**src/rtl/cioc_pkg.sv**
```systemverilog
// package: register map, field layouts and timing constants of the channel i/o conditioning block
package cioc_pkg;
  localparam int CLK_HZ = 25000000;
  localparam int BREAK_DELAY_MS = 100;
  localparam int BREAK_DELAY_CYC = (CLK_HZ / 1000) * BREAK_DELAY_MS;
  localparam int SSI_RATE_HZ = 300000;
  localparam int SSI_HALF_CYC = CLK_HZ / (2 * SSI_RATE_HZ);
  localparam int PWM_RATE_HZ = 1000;
  localparam int PWM_PERIOD_CYC = CLK_HZ / PWM_RATE_HZ;
  localparam int AIN_N = 4;
  localparam int AIN_LO_BITS = 10;
  localparam int AIN_HI_BITS = 16;
  localparam int DOUT_N = 4;
  localparam int DIN_N = 4;
  localparam int ISIG_N = 4;
  localparam int CH_N = 2;

  // register byte offsets
  localparam logic [7:0] A_CTRL = 8'h00;
  localparam logic [7:0] A_STAT = 8'h04;
  localparam logic [7:0] A_IRQ_EN = 8'h08;
  localparam logic [7:0] A_IRQ_CLR = 8'h0C;
  localparam logic [7:0] A_FILT = 8'h10;
  localparam logic [7:0] A_BRK_CMD = 8'h14;
  localparam logic [7:0] A_BRK_FB = 8'h18;
  localparam logic [7:0] A_ROUTE = 8'h1C;
  localparam logic [7:0] A_DOUT = 8'h20;
  localparam logic [7:0] A_SOL0 = 8'h24;
  localparam logic [7:0] A_SOL1 = 8'h28;
  localparam logic [7:0] A_REM_CMD = 8'h2C;
  localparam logic [7:0] A_AIN01 = 8'h30;
  localparam logic [7:0] A_AIN23 = 8'h34;
  localparam logic [7:0] A_SSI = 8'h38;

  // control register fields
  localparam int C_REMOTE = 0;
  localparam int C_CH_EN0 = 1;
  localparam int C_BRK_ON_CMD = 3;
  localparam int C_BRK_ON_FB = 4;
  localparam int C_ACT_CMD = 5;
  localparam int C_ACT_FB = 6;
  localparam int C_CURMEAS = 7;
  localparam int C_CLOSED = 8;
  localparam int C_AOSEL_LSB = 9;
  localparam int C_TYPE_CMD_LSB = 12;
  localparam int C_TYPE_FB_LSB = 15;
  // status fields
  localparam int S_ERR_CMD = 0;
  localparam int S_ERR_FB = 1;
  localparam int S_SSI_DONE = 2;

  localparam logic [1:0] RESP_OK = 2'h0;
  localparam logic [1:0] RESP_SLVERR = 2'h2;
  localparam logic [31:0] CTRL_RST = 32'h0000_0000;

  typedef enum logic [2:0] {
    CIOC_SIG_OFF = 3'h0, CIOC_SIG_VOLT = 3'h1, CIOC_SIG_CURR = 3'h2,
    CIOC_SIG_FREQ = 3'h3, CIOC_SIG_PWM = 3'h4
  } cioc_sig_t;

  typedef enum logic [1:0] {
    CIOC_AO_DRV = 2'h0, CIOC_AO_CMD = 2'h1, CIOC_AO_FB = 2'h2, CIOC_AO_DEV = 2'h3
  } cioc_aosel_t;

  typedef enum logic [1:0] {
    CIOC_SSI_IDLE = 2'b00, CIOC_SSI_SHIFT = 2'b01, CIOC_SSI_PAUSE = 2'b11
  } cioc_ssi_t;

  typedef struct packed {
    logic [15:0] lo;
    logic [15:0] hi;
  } cioc_lim_t;
endpackage

```
**src/rtl/cioc_top.sv**
```systemverilog
// channel i/o conditioning: filtered analogue inputs, break check, ssi, pwm, digital i/o
`timescale 1ns/1ps
`default_nettype none
module cioc_top #(
  parameter int BRK_CYC = cioc_pkg::BREAK_DELAY_CYC,
  parameter int PWM_CYC = cioc_pkg::PWM_PERIOD_CYC,
  parameter int SSI_BITS = 24
) (
  input  wire logic        aclk,
  input  wire logic        aresetn,
  input  wire logic [31:0] s_axi_awaddr,
  input  wire logic        s_axi_awvalid,
  output logic             s_axi_awready,
  input  wire logic [31:0] s_axi_wdata,
  input  wire logic [3:0]  s_axi_wstrb,
  input  wire logic        s_axi_wvalid,
  output logic             s_axi_wready,
  output logic [1:0]       s_axi_bresp,
  output logic             s_axi_bvalid,
  input  wire logic        s_axi_bready,
  input  wire logic [31:0] s_axi_araddr,
  input  wire logic        s_axi_arvalid,
  output logic             s_axi_arready,
  output logic [31:0]      s_axi_rdata,
  output logic [1:0]       s_axi_rresp,
  output logic             s_axi_rvalid,
  input  wire logic        s_axi_rready,
  input  wire logic [9:0]  ain0,
  input  wire logic [9:0]  ain1,
  input  wire logic [15:0] ain2,
  input  wire logic [15:0] ain3,
  input  wire logic        ain_strobe,
  input  wire logic [3:0]  din,
  input  wire logic [15:0] sol_cur0,
  input  wire logic [15:0] sol_cur1,
  input  wire logic        ssi_data,
  output logic             ssi_clk,
  output logic [1:0]       sol_pwm,
  output logic [3:0]       dout,
  output logic [15:0]      aout,
  output logic [1:0]       ch_din,
  output logic [15:0]      ch_cmd,
  output logic [15:0]      ch_fb,
  output logic             irq
);
  // ------------------------------------------------------------
  // register bus
  // ------------------------------------------------------------
  logic [31:0] ctrl_r, filt_r, route_r, dout_r, sol0_r, sol1_r, remcmd_r;
  cioc_pkg::cioc_lim_t brk_cmd_r, brk_fb_r;
  logic [2:0]  stat_r, irq_en_r;
  logic        aw_ok_r, w_ok_r;
  logic [7:0]  awa_r;
  logic [31:0] wd_r;
  logic [15:0] filt_q [4];
  logic [SSI_BITS-1:0] ssi_pos_r;
  logic [2:0]  ev_set;
  logic        wr_go;
  logic        wr_hit;

  assign s_axi_awready = !aw_ok_r && !s_axi_bvalid;
  assign s_axi_wready = !w_ok_r && !s_axi_bvalid;
  assign wr_go = aw_ok_r && w_ok_r && !s_axi_bvalid;
  assign s_axi_arready = !s_axi_rvalid;

  always_ff @(posedge aclk) begin
    if (!aresetn) begin
      aw_ok_r <= 1'b0;
      w_ok_r <= 1'b0;
      awa_r <= 8'h00;
      wd_r <= 32'h0000_0000;
    end else begin
      if (s_axi_awvalid && s_axi_awready) begin
        aw_ok_r <= 1'b1;
        awa_r <= s_axi_awaddr[7:0];
      end else if (wr_go) begin
        aw_ok_r <= 1'b0;
      end
      if (s_axi_wvalid && s_axi_wready) begin
        w_ok_r <= 1'b1;
        wd_r <= s_axi_wdata;
      end else if (wr_go) begin
        w_ok_r <= 1'b0;
      end
    end
  end

  always_comb begin
    if (awa_r == cioc_pkg::A_CTRL || awa_r == cioc_pkg::A_IRQ_EN
        || awa_r == cioc_pkg::A_IRQ_CLR || awa_r == cioc_pkg::A_FILT
        || awa_r == cioc_pkg::A_BRK_CMD || awa_r == cioc_pkg::A_BRK_FB
        || awa_r == cioc_pkg::A_ROUTE || awa_r == cioc_pkg::A_DOUT
        || awa_r == cioc_pkg::A_SOL0 || awa_r == cioc_pkg::A_SOL1
        || awa_r == cioc_pkg::A_REM_CMD) begin
      wr_hit = 1'b1;
    end else begin
      wr_hit = 1'b0;
    end
  end

  always_ff @(posedge aclk) begin
    if (!aresetn) begin
      s_axi_bvalid <= 1'b0;
      s_axi_bresp <= cioc_pkg::RESP_OK;
    end else if (wr_go) begin
      s_axi_bvalid <= 1'b1;
      s_axi_bresp <= wr_hit ? cioc_pkg::RESP_OK : cioc_pkg::RESP_SLVERR;
    end else if (s_axi_bready) begin
      s_axi_bvalid <= 1'b0;
    end
  end

  // writes ignore wstrb: every register is taken as a whole word
  always_ff @(posedge aclk) begin
    if (!aresetn) begin
      ctrl_r <= cioc_pkg::CTRL_RST;
      irq_en_r <= 3'h0;
      filt_r <= 32'h0000_0000;
      brk_cmd_r <= '0;
      brk_fb_r <= '0;
      route_r <= 32'h0000_0000;
      dout_r <= 32'h0000_0000;
      sol0_r <= 32'h0000_0000;
      sol1_r <= 32'h0000_0000;
      remcmd_r <= 32'h0000_0000;
    end else if (wr_go) begin
      if (awa_r == cioc_pkg::A_CTRL) begin
        ctrl_r <= wd_r;
      end else if (awa_r == cioc_pkg::A_IRQ_EN) begin
        irq_en_r <= wd_r[2:0];
      end else if (awa_r == cioc_pkg::A_FILT) begin
        filt_r <= wd_r;
      end else if (awa_r == cioc_pkg::A_BRK_CMD) begin
        brk_cmd_r <= wd_r;
      end else if (awa_r == cioc_pkg::A_BRK_FB) begin
        brk_fb_r <= wd_r;
      end else if (awa_r == cioc_pkg::A_ROUTE) begin
        route_r <= wd_r;
      end else if (awa_r == cioc_pkg::A_DOUT) begin
        dout_r <= wd_r;
      end else if (awa_r == cioc_pkg::A_SOL0) begin
        sol0_r <= wd_r;
      end else if (awa_r == cioc_pkg::A_SOL1) begin
        sol1_r <= wd_r;
      end else if (awa_r == cioc_pkg::A_REM_CMD) begin
        remcmd_r <= wd_r;
      end
    end
  end

  // status: set wins over a clear in the same cycle
  always_ff @(posedge aclk) begin
    if (!aresetn) begin
      stat_r <= 3'h0;
    end else if (wr_go && awa_r == cioc_pkg::A_IRQ_CLR) begin
      stat_r <= (stat_r & ~wd_r[2:0]) | ev_set;
    end else begin
      stat_r <= stat_r | ev_set;
    end
  end
  assign irq = |(stat_r & irq_en_r);

  always_ff @(posedge aclk) begin
    if (!aresetn) begin
      s_axi_rvalid <= 1'b0;
      s_axi_rdata <= 32'h0000_0000;
      s_axi_rresp <= cioc_pkg::RESP_OK;
    end else if (s_axi_arvalid && s_axi_arready) begin
      s_axi_rvalid <= 1'b1;
      s_axi_rresp <= cioc_pkg::RESP_OK;
      if (s_axi_araddr[7:0] == cioc_pkg::A_CTRL) begin
        s_axi_rdata <= ctrl_r;
      end else if (s_axi_araddr[7:0] == cioc_pkg::A_STAT) begin
        s_axi_rdata <= {29'h0, stat_r};
      end else if (s_axi_araddr[7:0] == cioc_pkg::A_IRQ_EN) begin
        s_axi_rdata <= {29'h0, irq_en_r};
      end else if (s_axi_araddr[7:0] == cioc_pkg::A_IRQ_CLR) begin
        s_axi_rdata <= 32'h0000_0000;
      end else if (s_axi_araddr[7:0] == cioc_pkg::A_FILT) begin
        s_axi_rdata <= filt_r;
      end else if (s_axi_araddr[7:0] == cioc_pkg::A_BRK_CMD) begin
        s_axi_rdata <= brk_cmd_r;
      end else if (s_axi_araddr[7:0] == cioc_pkg::A_BRK_FB) begin
        s_axi_rdata <= brk_fb_r;
      end else if (s_axi_araddr[7:0] == cioc_pkg::A_ROUTE) begin
        s_axi_rdata <= route_r;
      end else if (s_axi_araddr[7:0] == cioc_pkg::A_DOUT) begin
        s_axi_rdata <= dout_r;
      end else if (s_axi_araddr[7:0] == cioc_pkg::A_SOL0) begin
        s_axi_rdata <= sol0_r;
      end else if (s_axi_araddr[7:0] == cioc_pkg::A_SOL1) begin
        s_axi_rdata <= sol1_r;
      end else if (s_axi_araddr[7:0] == cioc_pkg::A_REM_CMD) begin
        s_axi_rdata <= remcmd_r;
      end else if (s_axi_araddr[7:0] == cioc_pkg::A_AIN01) begin
        s_axi_rdata <= {filt_q[1], filt_q[0]};
      end else if (s_axi_araddr[7:0] == cioc_pkg::A_AIN23) begin
        s_axi_rdata <= {filt_q[3], filt_q[2]};
      end else if (s_axi_araddr[7:0] == cioc_pkg::A_SSI) begin
        s_axi_rdata <= 32'(ssi_pos_r);
      end else begin
        s_axi_rdata <= 32'h0000_0000;
        s_axi_rresp <= cioc_pkg::RESP_SLVERR;
      end
    end else if (s_axi_rready) begin
      s_axi_rvalid <= 1'b0;
    end
  end

  // ------------------------------------------------------------
  // analogue filters
  // ------------------------------------------------------------
  logic [15:0] ain_s [4];
  assign ain_s[0] = {ain0, 6'h00};
  assign ain_s[1] = {ain1, 6'h00};
  assign ain_s[2] = ain2;
  assign ain_s[3] = ain3;

  // a 16-bit sample widened to 21 bits; factor 0..15, shift right by it
  for (genvar i = 0; i < cioc_pkg::AIN_N; i++) begin : g_filt
    logic [20:0] acc_r;
    logic signed [21:0] diff;
    assign diff = $signed({1'b0, ain_s[i], 5'h00}) - $signed({1'b0, acc_r});
    always_ff @(posedge aclk) begin
      if (!aresetn) begin
        acc_r <= 21'h0;
      end else if (ain_strobe) begin
        acc_r <= 21'(acc_r + 21'(diff >>> filt_r[4*i +: 4]));
      end
    end
    assign filt_q[i] = acc_r[20:5];
  end

  // ------------------------------------------------------------
  // routing, command and feedback selection
  // ------------------------------------------------------------
  logic [15:0] cmd_v, fb_v;
  logic [3:0]  isig;
  logic [3:0]  din_eff;
  logic        remote;
  assign remote = ctrl_r[cioc_pkg::C_REMOTE];
  assign cmd_v = filt_q[route_r[1:0]];
  assign fb_v = filt_q[route_r[3:2]];
  assign ch_cmd = remote ? remcmd_r[15:0] : cmd_v;
  assign ch_fb = fb_v;

  for (genvar d = 0; d < cioc_pkg::DIN_N; d++) begin : g_din
    // route bit selects internal signal instead of the pin
    assign din_eff[d] = route_r[8 + d] ? isig[d] : din[d];
  end
  assign ch_din[0] = din_eff[route_r[13:12]];
  assign ch_din[1] = din_eff[route_r[15:14]];

  // ------------------------------------------------------------
  // break detection
  // ------------------------------------------------------------
  logic [31:0] brk_cnt_r [2];
  logic [1:0]  err_r;
  logic [1:0]  bad, arm;
  cioc_pkg::cioc_sig_t typ [2];
  assign typ[0] = cioc_pkg::cioc_sig_t'(ctrl_r[cioc_pkg::C_TYPE_CMD_LSB +: 3]);
  assign typ[1] = cioc_pkg::cioc_sig_t'(ctrl_r[cioc_pkg::C_TYPE_FB_LSB +: 3]);
  assign arm[0] = typ[0] != cioc_pkg::CIOC_SIG_OFF && typ[0] <= cioc_pkg::CIOC_SIG_PWM
      && ctrl_r[cioc_pkg::C_BRK_ON_CMD] && ctrl_r[cioc_pkg::C_ACT_CMD]
      && brk_cmd_r.hi > brk_cmd_r.lo;
  assign arm[1] = typ[1] != cioc_pkg::CIOC_SIG_OFF && typ[1] <= cioc_pkg::CIOC_SIG_PWM
      && ctrl_r[cioc_pkg::C_BRK_ON_FB] && ctrl_r[cioc_pkg::C_ACT_FB]
      && brk_fb_r.hi > brk_fb_r.lo;
  assign bad[0] = arm[0] && (cmd_v < brk_cmd_r.lo || cmd_v > brk_cmd_r.hi);
  assign bad[1] = arm[1] && (fb_v < brk_fb_r.lo || fb_v > brk_fb_r.hi);

  for (genvar b = 0; b < 2; b++) begin : g_brk
    always_ff @(posedge aclk) begin
      if (!aresetn) begin
        brk_cnt_r[b] <= 32'h0;
        err_r[b] <= 1'b0;
      end else if (!bad[b]) begin
        brk_cnt_r[b] <= 32'h0;
        err_r[b] <= 1'b0;
      end else if (brk_cnt_r[b] < 32'(BRK_CYC - 1)) begin
        brk_cnt_r[b] <= brk_cnt_r[b] + 32'h1;
      end else begin
        err_r[b] <= 1'b1;
      end
    end
  end

  // ------------------------------------------------------------
  // ssi master at 300 kHz
  // ------------------------------------------------------------
  cioc_pkg::cioc_ssi_t ssi_st_r;
  logic [15:0] ssi_div_r;
  logic [7:0]  ssi_bit_r;
  logic [SSI_BITS-1:0] ssi_sh_r;
  logic        ssi_done;
  always_ff @(posedge aclk) begin
    if (!aresetn) begin
      ssi_st_r <= cioc_pkg::CIOC_SSI_IDLE;
      ssi_div_r <= 16'h0;
      ssi_bit_r <= 8'h0;
      ssi_sh_r <= '0;
      ssi_pos_r <= '0;
      ssi_clk <= 1'b1;
    end else if (ssi_div_r != 16'(cioc_pkg::SSI_HALF_CYC - 1)) begin
      ssi_div_r <= ssi_div_r + 16'h1;
    end else begin
      ssi_div_r <= 16'h0;
      case (ssi_st_r)
        cioc_pkg::CIOC_SSI_IDLE: begin
          ssi_st_r <= cioc_pkg::CIOC_SSI_SHIFT;
          ssi_bit_r <= 8'h0;
          ssi_clk <= 1'b0;
        end
        cioc_pkg::CIOC_SSI_SHIFT: begin
          ssi_clk <= ~ssi_clk;
          if (!ssi_clk) begin
            ssi_sh_r <= {ssi_sh_r[SSI_BITS-2:0], ssi_data};
            ssi_bit_r <= ssi_bit_r + 8'h1;
            if (ssi_bit_r == 8'(SSI_BITS - 1)) begin
              ssi_st_r <= cioc_pkg::CIOC_SSI_PAUSE;
            end
          end
        end
        default: begin
          ssi_clk <= 1'b1;
          ssi_pos_r <= ssi_sh_r;
          ssi_st_r <= cioc_pkg::CIOC_SSI_IDLE;
        end
      endcase
    end
  end
  assign ssi_done = ssi_st_r == cioc_pkg::CIOC_SSI_PAUSE
      && ssi_div_r == 16'(cioc_pkg::SSI_HALF_CYC - 1);
  assign ev_set = {ssi_done, err_r[1], err_r[0]};

  // ------------------------------------------------------------
  // solenoid pwm with dither and optional current loop
  // ------------------------------------------------------------
  logic [15:0] pwm_cnt_r;
  logic [7:0]  dith_cnt_r;
  logic [15:0] duty_r [2];
  logic [15:0] sol_cur [2];
  logic [31:0] sol_cfg [2];
  assign sol_cur[0] = sol_cur0;
  assign sol_cur[1] = sol_cur1;
  assign sol_cfg[0] = sol0_r;
  assign sol_cfg[1] = sol1_r;

  // sol cfg: [15:0] setpoint (duty or current), [23:16] dither amplitude
  always_ff @(posedge aclk) begin
    if (!aresetn) begin
      pwm_cnt_r <= 16'h0;
      dith_cnt_r <= 8'h0;
    end else if (pwm_cnt_r == 16'(PWM_CYC - 1)) begin
      pwm_cnt_r <= 16'h0;
      dith_cnt_r <= dith_cnt_r + 8'h1;
    end else begin
      pwm_cnt_r <= pwm_cnt_r + 16'h1;
    end
  end

  for (genvar s = 0; s < 2; s++) begin : g_sol
    logic [15:0] base, dith;
    assign dith = dith_cnt_r[3] ? {8'h00, sol_cfg[s][23:16]} : 16'h0;
    always_comb begin
      if (!ctrl_r[cioc_pkg::C_CURMEAS]) begin
        base = sol_cfg[s][15:0];
      end else if (sol_cur[s] < sol_cfg[s][15:0] && duty_r[s] != 16'hFFFF) begin
        base = duty_r[s] + 16'h1;
      end else if (sol_cur[s] > sol_cfg[s][15:0] && duty_r[s] != 16'h0000) begin
        base = duty_r[s] - 16'h1;
      end else begin
        base = duty_r[s];
      end
    end
    always_ff @(posedge aclk) begin
      if (!aresetn) begin
        duty_r[s] <= 16'h0;
        sol_pwm[s] <= 1'b0;
      end else if (!ctrl_r[cioc_pkg::C_CH_EN0 + s]) begin
        duty_r[s] <= 16'h0;
        sol_pwm[s] <= 1'b0;
      end else begin
        if (pwm_cnt_r == 16'(PWM_CYC - 1)) begin
          duty_r[s] <= base;
        end
        sol_pwm[s] <= pwm_cnt_r < duty_r[s] + dith;
      end
    end
  end

  // ------------------------------------------------------------
  // digital and analogue outputs
  // ------------------------------------------------------------
  // dout cfg per output: [1:0] 0 function,1 force0,2 force1; [3:2] function source
  logic [3:0] dfunc;
  assign dfunc = {err_r[1], err_r[0], sol_pwm[1] | sol_pwm[0], remote};
  always_ff @(posedge aclk) begin
    if (!aresetn) begin
      dout <= 4'h0;
      isig <= 4'h0;
      aout <= 16'h0;
    end else begin
      for (int k = 0; k < cioc_pkg::DOUT_N; k++) begin
        logic v;
        v = dfunc[dout_r[4*k+2 +: 2]];
        if (dout_r[4*k +: 2] == 2'h1) begin
          v = 1'b0;
        end else if (dout_r[4*k +: 2] == 2'h2) begin
          v = 1'b1;
        end
        if (dout_r[16 + k]) begin
          isig[k] <= v;
        end else begin
          dout[k] <= v;
        end
      end
      case (cioc_pkg::cioc_aosel_t'(ctrl_r[cioc_pkg::C_AOSEL_LSB +: 2]))
        cioc_pkg::CIOC_AO_DRV: aout <= duty_r[0];
        cioc_pkg::CIOC_AO_CMD: aout <= ch_cmd;
        cioc_pkg::CIOC_AO_FB: aout <= ctrl_r[cioc_pkg::C_CLOSED] ? ch_fb : 16'h0;
        default: aout <= ctrl_r[cioc_pkg::C_CLOSED] ? 16'(ch_cmd - ch_fb) : 16'h0;
      endcase
    end
  end

  // ------------------------------------------------------------
  // checks
  // ------------------------------------------------------------
  chk_dis_zero: assert property (@(posedge aclk) disable iff (!aresetn)
      !ctrl_r[cioc_pkg::C_CH_EN0] |=> !sol_pwm[0])
    else $error("disabled channel drives solenoid");
  chk_brk_early: assert property (@(posedge aclk) disable iff (!aresetn)
      $rose(bad[0]) |-> !err_r[0] [*8])
    else $error("break reported too early");
  chk_brk_clear: assert property (@(posedge aclk) disable iff (!aresetn)
      !bad[0] |=> !err_r[0])
    else $error("break error without fault");
  chk_err_sticky: assert property (@(posedge aclk) disable iff (!aresetn)
      err_r[1] |=> stat_r[cioc_pkg::S_ERR_FB])
    else $error("feedback break not latched");
  chk_arm_gate: assert property (@(posedge aclk) disable iff (!aresetn)
      !ctrl_r[cioc_pkg::C_BRK_ON_CMD] |-> !bad[0])
    else $error("break checked while switched off");
  chk_remote_cmd: assert property (@(posedge aclk) disable iff (!aresetn)
      remote |-> ch_cmd == remcmd_r[15:0])
    else $error("remote command not used");
  chk_force_high: assert property (@(posedge aclk) disable iff (!aresetn)
      dout_r[1:0] == 2'h2 && !dout_r[16] && $stable(dout_r) |=> dout[0])
    else $error("forced output not high");
  chk_pwm_wrap: assert property (@(posedge aclk) disable iff (!aresetn)
      pwm_cnt_r == 16'(PWM_CYC - 1) |=> pwm_cnt_r == 16'h0)
    else $error("pwm period wrong");
endmodule
`default_nettype wire

```
**config.mk**
```make
export PLATFORM = sky130hd
export DESIGN_NAME = cioc_top
export DESIGN_NICKNAME = d
export VERILOG_FILES = /design/src/rtl/cioc_pkg.sv /design/src/rtl/cioc_top.sv
export SDC_FILE = /design/constraint.sdc
export NUM_CORES = 2
export LEC_CHECK = 0
export ABC_AREA = 1
export BUFFER_PORTS_ARGS = -buffer_cell sky130_fd_sc_hd__buf_2
export CELL_PAD_IN_SITES_DETAIL_PLACEMENT = 0
export CELL_PAD_IN_SITES_GLOBAL_PLACEMENT = 1
export CORE_UTILIZATION = 41
export CTS_CLUSTER_SIZE = 25
export DETAILED_ROUTE_END_ITERATION = 6
export PLACE_DENSITY_LB_ADDON = 0.1
export SYNTH_ARGS = -nofsm -noshare
export SYNTH_HDL_FRONTEND = slang
export SYNTH_SLANG_ARGS = --single-unit
```
**constraint.sdc**
```tcl
create_clock -name aclk -period 4.4 [get_ports aclk]
set_clock_uncertainty 0.15 [all_clocks]
set_input_delay 0.88 -clock aclk [delete_from_list [all_inputs] [get_ports aclk]]
set_output_delay 0.88 -clock aclk [all_outputs]
set_load 0.01 [all_outputs]
```
# Word level (Yosys, flattened, before mapping)
# Memory sizes are Yosys's and may differ from the RTL's.
# Index checks and enable logic that the tools add are counted.
[totals]
reg_bits = 585
ram_bits = 96
elab_cells = 369
mem_count = 2
[classes]
addsub = 21
n_lt_le_gt_ge = 24
eq_ne = 44
shift = 4
muxes = 124
n_bitwise = 29
n_reduce_logical = 74
[mem_list]
columns = ["memory", "words", "width", "read_ports", "rd_ports_with_merged_regs", "wr", "line_no", "text"]
rows = [
  ["brk_cnt_r", 2, 32, 2, 0, 2, "cioc_top.sv:257", "logic [31:0] brk_cnt_r [2];"],
  ["duty_r", 2, 16, 2, 0, 2, "cioc_top.sv:341", "logic [15:0] duty_r [2];"],
]
[op_table]
columns = ["op", "count"]
rows = [
  ["two-way mux 32 bit", 18],
  ["two-way mux 16 bit", 17],
  ["> comparator 16 bit", 6],
  ["< comparator 16 bit", 6],
  ["equality test 8 x 6 -> 1 bit, second input constant", 11],
  [">>> shifter 22 x 4 -> 21 bit", 4],
  ["subtractor 21 x 21 -> 22 bit", 4],
  ["adder 21 bit", 4],
  ["equality test 8 x 5 -> 1 bit, second input constant", 9],
  ["adder 16 x 1 -> 16 bit, second input constant", 4],
  ["adder 32 x 1 -> 32 bit, second input constant", 2],
  ["binary-select mux 16 bit (select 2 bit)", 2],
  ["< comparator 32 x 22 -> 1 bit, second input constant", 2],
  ["two-way mux 1 bit", 54],
  ["case mux 16 bit (3 select lines)", 1],
  ["two-way mux 2 bit", 18],
  ["adder 16 x 8 -> 16 bit", 2],
  ["equality test 8 x 4 -> 1 bit, second input constant", 4],
  ["inequality test 16 bit, second input constant", 2],
  ["nonzero test 16 bit", 2],
  ["subtractor 16 x 1 -> 16 bit, second input constant", 2],
  ["two-way mux 24 bit", 1],
  ["two-way mux 8 bit", 3],
  ["logical AND 1 bit", 23],
  ["41 further kinds", 119],
]

# Depth between registers and ports, before layout
[logic_depth]
word_depth = 16
mapped_depth = 35
mapped_depth_nobuf = 35

# Worst setup path before layout
# Ideal clock, no wire load.
[synth_path]
path_kind = "in2reg"
from = "input port ain3[2]"
to = "register g_filt[3].acc_r[16]"
arrival_time_ps = 4426
t_required_ps = 4137
setup_slack_ps = -289
stages = 25
path_buffers = 0
cell_sequence = "ha_1 a21oi_1 nand3_1 a21oi_1 xor2_1 nand2_1 nand3_1 o21ai_1 or2_1 nand3_1 o21ai_1 ha_1 fa_1 nand3_1 nand3_1 a21oi_1 o21ai_1 a21oi_1 o21ai_1 a21oi_1 o21bai_1 nand2_1 nand2_1 o21ai_1 inv_1"
[synth_via]
elab_chain_len = 3
[synth_lines]
columns = ["element", "line_no", "text"]
rows = [
  ["start: declaration", "cioc_top.sv:31", "input wire logic [15:0] ain3,"],
  ["subtractor 21 x 21 -> 22 bit", "cioc_top.sv:223", "assign diff = $signed({1'b0, ain_s[i], 5'h00}) - $signed({1'b0, acc_r});"],
  [">>> shifter 22 x 4 -> 21 bit", "cioc_top.sv:228", "acc_r <= 21'(acc_r + 21'(diff >>> filt_r[4*i +: 4]));"],
  ["adder 21 bit", "cioc_top.sv:228", ""],
  ["end signal: assignment", "cioc_top.sv:228", ""],
  ["end: declaration", "cioc_top.sv:221", "logic [20:0] acc_r;"],
]
# Every way passes these cells.
# A chain may end at the register's enable or synchronous reset.

# Worst setup path after layout
[layout_path]
from = "register g_filt[3].acc_r[6]"
to = "register g_filt[3].acc_r[14]"
[layout_via]
elab_chain_len = 3
[layout_lines]
columns = ["element", "line_no"]
rows = [
  ["subtractor 21 x 21 -> 22 bit", "cioc_top.sv:223"],
  [">>> shifter 22 x 4 -> 21 bit", "cioc_top.sv:228"],
  ["adder 21 bit (*)", "cioc_top.sv:228"],
]
# Mark *: on every way between the ends. The rest lies on a longest branch, timed or not.

==> results.md <==
Worst setup path:
- The reg-to-reg endpoint is g_filt[3].acc_r[14].
- The largest fanout on the critical path is 3.
- The largest single stage delay on the critical path is 0.44 ns.
- In this run the register-to-register setup slack is 0.16 ns.
- The worst setup path is captured at a register.
- The count of cells along the worst register-to-register path is 27.
- The worst reg2reg path startpoint is g_filt[3].acc_r[6].
- The critical path is of the reg2reg type.
- The cell with the largest stage delay on the worst path is fa_2.
- In this run the worst setup path begins at g_filt[3].acc_r[6].
- The startpoint class of the critical path is a register.
- The critical path data arrival time is 4.63 ns.
- For the worst setup path, the data required time is 4.79 ns.

Cells and area:
- The number of nets in the finished design is approximately 8.1k.
- The flip-flop count of the largest register after layout is 84.
- The area growth from synthesis to final layout is 26.08%.
- The count of placed standard cells in the final layout, fillers left out is 9,117.
- In the final layout, the registers with the most flip-flops are g_filt.acc_r (84), brk_cnt_r (64).
- The repair_antennas step left the layout with diodes totalling 0.
- The post-route netlist has 20.76% of its cells at a drive strength greater than 1.
- The register name with the most flops is g_filt.acc_r.

CTS:
- The CTS buffer count is slightly above 80.
- Clock-pin slew was measured on the worst setup and hold paths at roughly 0.06 ns.
- No sink is reached through more buffers than the 3 on the longest clock path.
- The count of hold-fix buffers inserted at cts is 0.
- The master cell of the clock root buffer is clkbuf_16.
- The clock tree synthesis step divided the H-tree into 3 levels.
- TritonCTS built the clock tree.
- The clock insertion delay at the later pin of the skew report is 0.71 ns.
- The clock net in this run drives a total of 675 sinks.

Global routing:
- The first-pass GRT wire length is about 290,000 um.
- Global routing finished with a remaining overflow of 0.
- The number of global-route vias before repair is 46.45k.
- The total routing resource utilization after global routing is 32.65%.
- The initial antenna violation count was 12.
- The largest net degree at the start of global routing is 162.

Floorplan:
- The number of placement rows is 123.
- The core region is 0.1128 sq mm.
- The vertical extent of the die is about 340 um.
- The total die area is 0.1155 sq mm.
- The width of the die is 339.9 um.
- The effective utilization at floorplan is 41.50%.
- The number of primary I/O pins is 296.

Timing:
- Headroom to the max-slew limit came out at between 10% and 20%.
- The clock period could shrink to 4.244 ns.
- The worst setup margin is approximately 0.16 ns.
- After routing, the total negative slack on setup checks comes to 0 ns.
- The pin slew with the least headroom to its limit is 1.256 ns.
- The maximum frequency from static timing analysis is 235.6 MHz.
- The share of the clock period used by the worst path after layout is 96.46%.
- The number of pins with negative max-slew slack in the final report was 0.
- The final-report hold violation count is 0.
- The number of setup violations in the final report is 0.
- Setup repair after global routing could not meet its margin everywhere.

Min path:
- In this run the most critical hold path is launched from filt_r[30].
- Counting instances, the worst hold path has a depth of 2.
- The worst hold path terminates at filt_r[30].
- The min-delay analysis places its worst path in the category reg2reg.

Synthesis:
- The biggest area consumer among synthesized cells is dfxtp_1.
- In this run, synthesis inferred 96 flip-flops with an integrated enable.
- The netlist uses 69 different library cells.
- After synthesis, flip-flops and latches occupy 30.92% of the total area.
- For this run, the leading register cell type out of synthesis is dfxtp_1.
- Summing every instance area after synthesis gives 0.04681 sq mm.
- Sorting the synthesized cells by area gives the leading types as dfxtp_1 25%, a21oi_1 10%, ha_1 9.6%.
- The share of async-settable or async-resettable flops after synthesis is 0%.
- The share of the synthesized area in the top cell type is 24.76%.
- The commonest cells after synthesis are 1,064 x nand2_1, 967 x a21oi_1, 876 x inv_1.
- The warning count from the yosys run is 0.
- By instance count, the leading cell after synthesis is nand2_1.
- Synthesis handed over a netlist of 6,810 instances.
- The flip-flop and latch count after synthesis is 675.
- The synthesized area per cell is 6.874 sq um.

Detailed routing:
- Wires add up to 196,400 um.
- In the routed design, unresolved DRC markers number 0.
- For this block, the initial DRC count from the detailed router was approximately 4.7k.
- The count of nets left with antenna violations after detail routing is 0.
- The via density per instance is between 5 and 6.
- In the final routed layout, each cell accounts on average for 21.55 um.
- The detailed-router iteration count before antenna repair is 6.
- The total vias in the final route is 50.22k.

Flow run:
- The tool flagged a number of max-cap violations equal to 0.

Power and ir drop:
- The share of total power dissipated in the clock network is 21.4%.
- The static leakage is around 26 nW.
- The maximum vdd drop is 400.5 uV.
- The sequential fraction of design power is 20.4%.
- The fraction of power spent switching nets is 42.66%.
- The internal power consumption is 20.02 mW.
- In this run the power density over the cells is 591.7 mW/mm^2.
- The switching power is 14.90 mW.
- In this run, the combinational gates consume 58.2% of the power.

Placed design:
- The number of placed cells counting well taps is 8,937.
- The placer congestion estimate is about 1.
- The detailed placer's ending HPWL is 152,400 um.
- Timing analysis after detailed placement gives a worst setup slack of -0.6547 ns.
- Input and output buffers added on the ports amount to 241.

Status:
- The flow ran to the end, and the final reports show no timing, DRC or antenna violations.
[critical path, delay by kind of cell (launching register included)]
| kind | cells | cell delay (ns) |
|---|---|---|
| adder cells (fa/ha/maj) | 3 | 0.91 |
| XOR/XNOR | 2 | 0.26 |
| AO/OA/AOI/OAI | 9 | 1.14 |
| buffers and inverters | 3 | 0.24 |
| AND/OR/NAND/NOR | 10 | 1.03 |
| flip-flops | 1 | 0.35 |
[layout by cell type, fill, tap and decap left out, types with 21 or more instances in the layout]
| master | n |
|---|---|
| o21bai_1 | 22 |
| o22ai_1 | 46 |
| ha_1 | 302 |
| a211oi_1 | 90 |
| inv_1 | 833 |
| dfxtp_2 | 21 |
| nand2_1 | 1016 |
| nor4_1 | 30 |
| conb_1 | 22 |
| nand4_1 | 85 |
| buf_4 | 697 |
| ha_4 | 51 |
| o21ai_1 | 180 |
| o21ai_0 | 631 |
| edfxtp_1 | 96 |
| o2111ai_1 | 36 |
| clkbuf_16 | 83 |
| a21oi_2 | 60 |
| o21ai_2 | 37 |
| xnor2_1 | 58 |
| nand2_2 | 52 |
| nand3_1 | 337 |
| nor3_1 | 69 |
| buf_2 | 240 |
| o211ai_1 | 72 |
| a21oi_1 | 901 |
| nand3_2 | 52 |
| nor2_1 | 371 |
| inv_2 | 77 |
| xor2_1 | 119 |
| nor2_2 | 44 |
| dfxtp_1 | 554 |
[layout make-up]
cell class	count	area, sq um
Fill cell	11490	53780
Multi-Input combinational cell	4926	29610
Sequential cell	675	14520
Timing Repair Buffer	944	6569
Inverter	924	3492
Clock buffer	104	2266
Tap cell	1500	1877
Clock inverter	44	693.2
[kinds of logic after synthesis]
| kind of cell | synth area share [%] |
|---|---|
| and+or+nand+nor | 19.95 |
| other | 0.008011 |
| xor gates and xnor gates | 3.424 |
| adders and majority gates | 9.953 |
| DFF | 30.92 |
| AOI/OAI and AO/OA | 25.56 |
| buffers and inverters | 9.951 |
| muxes | 0.2352 |
[power groups by stage]
stage	clock network [mW]	logic, mW	registers [mW]
after floorplan	0	9.82	7.03
after detailed placement	0	18.1	7.17
after global routing	7.82	22.2	7.14
after global placement	0	18.0	7.17
final	7.48	20.3	7.12
after CTS	7.58	18.2	7.04
[worst max path at each step]
stage	slack [ns]	cells past startpoint	to
2_1_floorplan	-0.04	27	g_filt[3].acc_r[16]
3_3_place_gp	-0.63	28	g_filt[0].acc_r[20]
3_5_place_dp	-0.65	28	g_filt[0].acc_r[20]
4_1_cts	0.003	29	g_filt[1].acc_r[19]
5_1_grt	-0.09	36	g_filt[2].acc_r[20]
6_report	0.16	27	g_filt[3].acc_r[14]
[per-stage QoR]
step	util, %	hold slack (ns)	instance area [sq um]	total power [mW]
finish	52.32	0.2947	59020	34.92
global route	52.32	0.2932	59020	37.15
CTS	50.65	0.2700	57140	32.85
detailed placement	47.99	0.2863	54140	25.24
global placement	47.99	0.2815	54140	25.18
floorplan	-	0.2737	47070	16.85
[timing repair]
item	4_1_cts	5_1_grt
setup buffers	1	32
gates resized for setup	9	408
endpoints found under the setup margin	7	91
pin swaps	3	143
[metal layers]
metal  vias up  track usage, %  part of all wire, %
li1      24750               -                    -
met1     23410           44.34                   44
met2      1711           51.72                   44
met3       344           4.295                  7.1
met4         6           14.12                  5.2
met5         -               0                0.017
Power figures use the tool's default switching activity.
